`src/pkg/tmr_clk_pkg.sv`:
```
/*
 * Constants and carrier types for the timer block clock prescaler and
 * external input sampler.
 * Assumes a single module clock domain; the external pins are asynchronous.
 */
// Contract
// Every timer block action runs from a basic clock made by the block prescaler.
// Prescale code 01 divides by 4, 00 by 8, 11 by 16, 10 by 32; reset 00.
// Timer and gated timer modes count on the per-timer prescaled internal clock.
// Counter mode counts on transitions detected on the timer's own input pins.
// Per-timer 3-bit field divides basic clock by two to its power; overall 4 to 4096.
// Every external input is sampled once per basic clock period.
// A transition is seen only when two consecutive samples differ.
// Source holds each input level for one full basic clock period at least.
// Source keeps input frequency at or below half the basic clock.
// The hold and frequency limits apply to count, gate and direction inputs.
// Inputs are synchronised first; edges give one-cycle pulses on the basic enable.
package tmr_clk_pkg;

    // ------------------------------------------------------------
    // Block prescale encodings and division factors
    // ------------------------------------------------------------
    localparam logic [1:0] BPS_DIV8 = 2'h0;
    localparam logic [1:0] BPS_DIV4 = 2'h1;
    localparam logic [1:0] BPS_DIV32 = 2'h2;
    localparam logic [1:0] BPS_DIV16 = 2'h3;
    localparam logic [1:0] BPS_RESET = BPS_DIV8;
    localparam logic [5:0] BLOCK_DIV_4 = 6'h04;
    localparam logic [5:0] BLOCK_DIV_8 = 6'h08;
    localparam logic [5:0] BLOCK_DIV_16 = 6'h10;
    localparam logic [5:0] BLOCK_DIV_32 = 6'h20;

    // ------------------------------------------------------------
    // Widths and timer modes
    // ------------------------------------------------------------
    localparam int NUM_TIMERS = 3;
    localparam int TIP_W = 3;
    localparam int BLK_CNT_W = 5;
    localparam int TIP_CNT_W = 7;
    localparam logic [TIP_W-1:0] TIP_RESET = 3'h0;

    typedef enum logic [1:0] {
        MODE_TIMER,
        MODE_GATED,
        MODE_COUNTER
    } timer_mode_t;

    // External inputs of one timer: count, gate and direction.
    typedef struct packed {
        logic count_in;
        logic gate_in;
        logic dir_in;
    } timer_pins_t;

    // Per-timer configuration.
    typedef struct packed {
        timer_mode_t mode;
        logic [TIP_W-1:0] timer_input_prescale;
    } timer_cfg_t;

    // Per-timer sampled state and edge pulses.
    typedef struct packed {
        logic count_level;
        logic gate_level;
        logic dir_level;
        logic count_edge;
        logic gate_edge;
        logic dir_edge;
        logic count_tick;
    } timer_evt_t;

endpackage : tmr_clk_pkg

```
`src/rtl/pin_sampler.sv`:
```
/*
 * Synchroniser and basic-clock sampler for one group of external inputs.
 * Assumes samp_en_i is a one-cycle enable on core_clk_i; pins are asynchronous.
 */
`timescale 1ns/1ns
module pin_sampler
    import tmr_clk_pkg::*;
#(
    parameter int WIDTH = 3
)
(
    input wire logic core_clk_i,
    input wire logic rst_n_i,
    input wire logic samp_en_i,
    input wire logic [WIDTH-1:0] pin_i,
    output logic [WIDTH-1:0] level_o,
    output logic [WIDTH-1:0] edge_o
);

    logic [WIDTH-1:0] meta_reg;
    logic [WIDTH-1:0] sync_reg;
    logic [WIDTH-1:0] samp_reg;

    // ------------------------------------------------------------
    // Two-stage synchroniser
    // ------------------------------------------------------------
    always_ff @(posedge core_clk_i or negedge rst_n_i)
    begin
        if (!rst_n_i)
        begin
            meta_reg <= '0;
            sync_reg <= '0;
        end
        else
        begin
            meta_reg <= pin_i;
            sync_reg <= meta_reg;
        end
    end

    // ------------------------------------------------------------
    // Sample per basic period and compare with the previous sample
    // ------------------------------------------------------------
    genvar g;
    generate
        for (g = 0; g < WIDTH; g++)
        begin : g_bit
            always_ff @(posedge core_clk_i or negedge rst_n_i)
            begin
                if (!rst_n_i)
                begin
                    samp_reg[g] <= 1'b0;
                    edge_o[g] <= 1'b0;
                end
                else
                begin
                    edge_o[g] <= samp_en_i && (sync_reg[g] != samp_reg[g]);
                    if (samp_en_i)
                    begin
                        samp_reg[g] <= sync_reg[g];
                    end
                end
            end
        end
    endgenerate

    assign level_o = samp_reg;

endmodule : pin_sampler

```
`src/rtl/timer_block_clock_prescaler.sv`:
```
/*
 * Basic clock generation, per-timer internal count clock and external input
 * sampling for a block of three timers.
 * Assumes configuration comes from control registers elsewhere and that the
 * external sources respect the basic-clock hold and frequency limits.
 */
`timescale 1ns/1ns
module timer_block_clock_prescaler
    import tmr_clk_pkg::*;
#(
    parameter int TIMERS = NUM_TIMERS
)
(
    input wire logic core_clk_i,
    input wire logic rst_n_i,
    input wire logic [1:0] block_prescale_select_i,
    input timer_cfg_t [TIMERS-1:0] timer_cfg_i,
    input timer_pins_t [TIMERS-1:0] timer_input_pin_i,
    output logic basic_en_o,
    output timer_evt_t [TIMERS-1:0] timer_evt_o
);

    logic [BLK_CNT_W-1:0] blk_cnt_reg;
    logic [BLK_CNT_W-1:0] blk_cnt_next;
    logic [BLK_CNT_W-1:0] blk_last;
    logic basic_en_next;
    logic [1:0] bps_reg;

    // ------------------------------------------------------------
    // Block prescaler
    // ------------------------------------------------------------
    // The select code is not monotonic in the division factor, so it is decoded
    // into a terminal count rather than used as a shift amount.
    always_comb
    begin
        case (bps_reg)
            BPS_DIV4: blk_last = BLK_CNT_W'(BLOCK_DIV_4 - 6'h01);
            BPS_DIV8: blk_last = BLK_CNT_W'(BLOCK_DIV_8 - 6'h01);
            BPS_DIV16: blk_last = BLK_CNT_W'(BLOCK_DIV_16 - 6'h01);
            BPS_DIV32: blk_last = BLK_CNT_W'(BLOCK_DIV_32 - 6'h01);
            default: blk_last = BLK_CNT_W'(BLOCK_DIV_8 - 6'h01);
        endcase
    end

    // A count already past a newly selected terminal value wraps at once
    // instead of running round the full counter.
    always_comb
    begin
        basic_en_next = (blk_cnt_reg >= blk_last);
        blk_cnt_next = basic_en_next ? '0 : blk_cnt_reg + 5'h01;
    end

    // Selection is held locally so the divider sees a stable code.
    always_ff @(posedge core_clk_i or negedge rst_n_i)
    begin
        if (!rst_n_i)
        begin
            bps_reg <= BPS_RESET;
        end
        else
        begin
            bps_reg <= block_prescale_select_i;
        end
    end

    always_ff @(posedge core_clk_i or negedge rst_n_i)
    begin
        if (!rst_n_i)
        begin
            blk_cnt_reg <= '0;
        end
        else
        begin
            blk_cnt_reg <= blk_cnt_next;
        end
    end

    always_ff @(posedge core_clk_i or negedge rst_n_i)
    begin
        if (!rst_n_i)
        begin
            basic_en_o <= 1'b0;
        end
        else
        begin
            basic_en_o <= basic_en_next;
        end
    end

    // ------------------------------------------------------------
    // Per-timer prescaler and input sampling
    // ------------------------------------------------------------
    genvar t;
    generate
        for (t = 0; t < TIMERS; t++)
        begin : g_timer
            logic [TIP_CNT_W-1:0] tip_cnt_reg;
            logic [TIP_CNT_W-1:0] tip_mask;
            logic tip_wrap;
            logic internal_sel;
            logic external_sel;
            logic tick_reg;
            timer_pins_t lvl;
            timer_pins_t edg;

            // --------------------------------------------------------
            // Count clock source for the selected mode
            // --------------------------------------------------------
            // An unused mode code selects neither source, so the timer sees no ticks.
            // Gated mode is not gated here; the gate level is exported instead.
            always_comb
            begin
                internal_sel = 1'b0;
                external_sel = 1'b0;
                case (timer_cfg_i[t].mode)
                    MODE_TIMER, MODE_GATED:
                    begin
                        internal_sel = 1'b1;
                    end
                    MODE_COUNTER:
                    begin
                        external_sel = 1'b1;
                    end
                    default:
                    begin
                        internal_sel = 1'b0;
                        external_sel = 1'b0;
                    end
                endcase
            end

            // --------------------------------------------------------
            // Per-timer prescaler
            // --------------------------------------------------------
            assign tip_mask = TIP_CNT_W'((8'h01 << timer_cfg_i[t].timer_input_prescale) - 8'h01);
            assign tip_wrap = ((tip_cnt_reg & tip_mask) == tip_mask);

            // The counter restarts whenever the internal clock is not in use, so a
            // return to timer mode always begins with a full prescale period.
            always_ff @(posedge core_clk_i or negedge rst_n_i)
            begin
                if (!rst_n_i)
                begin
                    tip_cnt_reg <= '0;
                end
                else if (!internal_sel)
                begin
                    tip_cnt_reg <= '0;
                end
                else if (basic_en_o)
                begin
                    if (tip_wrap)
                    begin
                        tip_cnt_reg <= '0;
                    end
                    else
                    begin
                        tip_cnt_reg <= tip_cnt_reg + 7'h01;
                    end
                end
            end

            // In counter mode the tick follows the detected count edge by one cycle.
            always_ff @(posedge core_clk_i or negedge rst_n_i)
            begin
                if (!rst_n_i)
                begin
                    tick_reg <= 1'b0;
                end
                else if (internal_sel)
                begin
                    tick_reg <= basic_en_o && tip_wrap;
                end
                else if (external_sel)
                begin
                    tick_reg <= edg.count_in;
                end
                else
                begin
                    tick_reg <= 1'b0;
                end
            end

            // --------------------------------------------------------
            // External input sampling on the basic clock
            // --------------------------------------------------------
            pin_sampler #(
                .WIDTH($bits(timer_pins_t))
            ) u_samp (
                .core_clk_i(core_clk_i),
                .rst_n_i(rst_n_i),
                .samp_en_i(basic_en_o),
                .pin_i(timer_input_pin_i[t]),
                .level_o(lvl),
                .edge_o(edg)
            );

            // --------------------------------------------------------
            // Event outputs
            // --------------------------------------------------------
            // Levels and edges are registered once more so every output comes from a flip-flop.
            always_ff @(posedge core_clk_i or negedge rst_n_i)
            begin
                if (!rst_n_i)
                begin
                    timer_evt_o[t] <= '0;
                end
                else
                begin
                    timer_evt_o[t].count_level <= lvl.count_in;
                    timer_evt_o[t].gate_level <= lvl.gate_in;
                    timer_evt_o[t].dir_level <= lvl.dir_in;
                    timer_evt_o[t].count_edge <= edg.count_in;
                    timer_evt_o[t].gate_edge <= edg.gate_in;
                    timer_evt_o[t].dir_edge <= edg.dir_in;
                    timer_evt_o[t].count_tick <= tick_reg;
                end
            end
        end
    endgenerate

endmodule : timer_block_clock_prescaler

```
`config.mk`:
```
export PLATFORM = sky130hd
export DESIGN_NAME = timer_block_clock_prescaler
export DESIGN_NICKNAME = d
export VERILOG_FILES = /design/src/pkg/tmr_clk_pkg.sv /design/src/rtl/pin_sampler.sv /design/src/rtl/timer_block_clock_prescaler.sv
export SDC_FILE = /design/constraint.sdc
export NUM_CORES = 1
export LEC_CHECK = 0
export BUFFER_PORTS_ARGS = -buffer_cell sky130_fd_sc_hd__buf_2
export CAP_MARGIN = 20
export CORE_ASPECT_RATIO = 0.9
export CORE_UTILIZATION = 60
export DETAILED_ROUTE_END_ITERATION = 10
export PLACE_DENSITY = 0.83
export SYNTH_ARGS = -nofsm -noshare
export SYNTH_HDL_FRONTEND = slang
export SYNTH_SLANG_ARGS = --single-unit
```
`constraint.sdc`:
```
create_clock -name core_clk_i -period 4.1 [get_ports core_clk_i]
set_input_delay 0.205 -clock core_clk_i [delete_from_list [all_inputs] [get_ports core_clk_i]]
set_output_delay 0.205 -clock core_clk_i [all_outputs]
set_load 0.01 [all_outputs]
```
==> metrics.log <==
INFO  metric outcome = completed
INFO  metric path_buf_inv = 0
INFO  metric ys_seq_elements = 89
INFO  metric synth.cell_area = 3497 sq um
INFO  metric placement.io_buffers = 49
INFO  metric antennaDiodeCount = 0
INFO  metric synth-warning-count = 0
INFO  metric maxSlewViolCount = 0
INFO  metric nets = 384
INFO  metric clkLatencyLatePin = 0.35 ns
INFO  metric most-common-layout-cells = sky130_fd_sc_hd__dfrtp_1 (89), sky130_fd_sc_hd__buf_2 (48), sky130_fd_sc_hd__nor2_1 (17)
INFO  metric vias_per_cell = 5.423
INFO  metric area_delta_synth_final = 18.93%
INFO  metric arrival_time_of_the_worst_setup_path = 2.14 ns
INFO  metric async_set_reset_flop_share_out_of_synthesis = 100.0%
INFO  metric critical_path.endpoint_type = flop
INFO  metric grt_pass1_vias = 2,252
INFO  metric count_of_flip_flops_with_a_built_in_enable_after_synthesis = 0
INFO  metric number_of_max_capacitance_violations_reported = 0
INFO  metric layout_min_cycle_time = 1.876 ns
INFO  metric cts.clk_slew.worst_paths = 0.08 ns
INFO  metric classification_of_the_worst_setup_path = flop to flop
INFO  metric cts-htree-levels = 3
INFO  metric synth_seq_area_share = 63.69%
INFO  metric total_power = 0.002240 W
INFO  metric synth_area_per_cell = 12.40 sq um
INFO  metric hp-class = input port to flop
INFO  metric vias = 2,283
INFO  metric grt_max_degree = 90
INFO  metric maxClockFrequency = 532.9 MHz
INFO  metric cp_slowest_cell = sky130_fd_sc_hd__a32oi_1
INFO  metric setup-violations-final = 0
INFO  metric ant_nets = 0
INFO  metric detailedRoute.firstPassIterationCount = 4
INFO  metric critPathMaxStageDelay = 0.74 ns
INFO  metric dominant_combinational_cell_family_by_area_after_synthesis = simple AND/OR/NAND/NOR gates
INFO  metric post_synth_xor_xnor_area = 4.258%
INFO  metric crit_required = 4.36 ns
INFO  metric grt_antenna_before_repair = 0
INFO  metric power_leakage = 1.979 nW
INFO  metric grt_first_pass_wirelength = 9673 um
INFO  metric setup-tns-final = 0 ns
INFO  metric yosys.area_share.simple = 14.35%
INFO  metric hold_violations_final = 0
INFO  metric ios = 50
INFO  metric maximum_root_to_sink_buffer_count = 2
INFO  metric post_synth_inst_count = 282
INFO  metric slew_headroom = 41.27%
INFO  metric place.gp.congestion = 0.7766
INFO  metric post-cts-setup-buffers = 0
INFO  metric crit_family = compound AO/OA/AOI/OAI gates
INFO  metric synthFlopType = sky130_fd_sc_hd__dfrtp_1
INFO  metric skew = 0.01031 ns
INFO  metric die_width = 82.48 um
INFO  metric wire_per_inst = 13.52 um
INFO  metric clock_tree_root_driver_cell = sky130_fd_sc_hd__clkbuf_8
INFO  metric initial_core_util = 64.25%
INFO  metric synth_compound_area_share = 10.30%
INFO  metric yosys-mux-area-fraction = 2.898%
INFO  metric fp-row-count = 25
INFO  metric post_route_cells_drive_above_1_share = 23.16%
INFO  metric final_common_cell = sky130_fd_sc_hd__dfrtp_1
INFO  metric fp.coreArea = 5443 sq um
INFO  metric tightestPinTransition = 0.8810 ns
INFO  metric synth_fp_nets = 317
INFO  metric cts_sinks = 89
INFO  metric ir_drop = 404.4 uV
INFO  metric fin_crit_sh = 45.77%
INFO  metric synth.lib_cells_used.distinct = 47
INFO  metric grt_util_all_layers = 21.95%
INFO  metric rsz0062_at_grt = false
INFO  metric drt_drc_violations_left = 0
INFO  metric y_dimension_of_the_die = 74.43 um
INFO  metric cts_made_buffers = 9
INFO  metric cts_repair_resize_count = 0
INFO  metric die_area = 6138 sq um
INFO  metric place.detailed.hpwl = 3655 um
INFO  metric grt_overflow = 0
INFO  metric wl = 5692 um
INFO  metric cts_hold_buf = 11
INFO  metric detailedRoute.firstIterationViolations = 86
INFO  metric power.density = 538.6 nW/um^2
INFO  metric path_max_fanout = 11
INFO  metric cp_cell_sequence = nand2_1 -> a221oi_1 -> a32oi_1 -> nand4b_1 -> a31oi_1
INFO  metric timing.critical_path.from_type = flop
INFO  metric cts_tree = built
INFO  metric synth-adder-area-share = 2.504%
==> stage by stage <==
stage | setup WS, ns | hold WS [ns] | instance area, sq um | std cells | util (%)
after CTS | 2.222 | 0.07295 | 4121 | 419 | 75.72
after global routing | 2.050 | 0.1123 | 4159 | 421 | 76.41
final | 2.224 | 0.1213 | 4159 | 421 | 76.41
after floorplan | 2.634 | -0.09059 | 3497 | 282 | -
after detailed placement | 2.239 | 0.3146 | 3807 | 392 | 69.95
after global placement | 2.392 | 0.3129 | 3807 | 392 | 69.95
==> final timing paths <==
path	cells after the start	endpoint	from	slack (ns)
setup / recovery	5	g_timer[0].tip_cnt_reg[2]	g_timer[0].tip_cnt_reg[4]	2.22
hold / removal	2	g_timer[2].tick_reg	timer_cfg_i[14]	0.12
setup reg to reg	5	g_timer[0].tip_cnt_reg[2]	g_timer[0].tip_cnt_reg[4]	2.22
hold reg to reg	0	timer_evt_o[7]	g_timer[1].tick_reg	0.35
max in group asynchronous	3	g_timer[0].tip_cnt_reg[2]	rst_n_i	3.27
min in group asynchronous	2	blk_cnt_reg[3]	rst_n_i	0.24
==> where the power goes <==
group | internal, W | switching (W)
Clock | 0.000303 | 0.000294
Sequential | 0.00107 | 0.000119
Combinational | 0.000227 | 0.000232
==> cells by family (layout without fill, tap and decap cells) <==
logic type	after synthesis	after routing
xor+xnor	17	17
fa+ha+maj	7	7
simple gates	91	91
flops	89	89
mux	9	9
compound gates	51	51
buf+inv	18	90
==> worst reg2reg max path, stage by stage (launching register included) <==
cell	delay, ns
sky130_fd_sc_hd__dfrtp_1	0.43
sky130_fd_sc_hd__nand2_1	0.12
sky130_fd_sc_hd__a221oi_1	0.09
sky130_fd_sc_hd__a32oi_1	0.74
sky130_fd_sc_hd__nand4b_1	0.20
sky130_fd_sc_hd__a31oi_1	0.21
==> per-layer routing <==
metal	routed length (um)	share of wire (%)	global-route usage, %	vias to the layer above
li1	-	-	-	1109
met1	2476	43	27.89	1111
met2	2870	50	35.63	59
met3	299	5.3	7.362	4
met4	45	0.79	7.407	0
met5	0	0	0	-
==> cell type report <==
class	count	area [sq um]
Clock buffer	11	141.4
Clock inverter	5	62.56
Fill cell	364	1284
Inverter	11	41.29
Multi-Input combinational cell	175	1200
Sequential cell	89	2227
Tap cell	67	83.83
Timing Repair Buffer	63	402.9
==> synthesized netlist by cell type, drive strengths merged (3+ instances only) <==
master / instances / area share [%]
xor2: 15 / 3.8
a21oi: 10 / 1.4
nor2: 17 / 1.8
ha: 7 / 2.5
mux2: 9 / 2.9
nand3b: 3 / 0.64
and2: 11 / 2.0
a31oi: 4 / 0.72
inv: 11 / 1.2
nand3: 13 / 1.9
a21o: 5 / 1.1
nand2b: 14 / 2.5
a21boi: 3 / 0.75
clkbuf: 5 / 0.54
nor3: 3 / 0.43
o21ai: 11 / 1.6
dfrtp: 89 / 64
and3: 3 / 0.54
nand2: 13 / 1.5
nor2b: 7 / 1.3
Power figures use the tool's default switching activity.
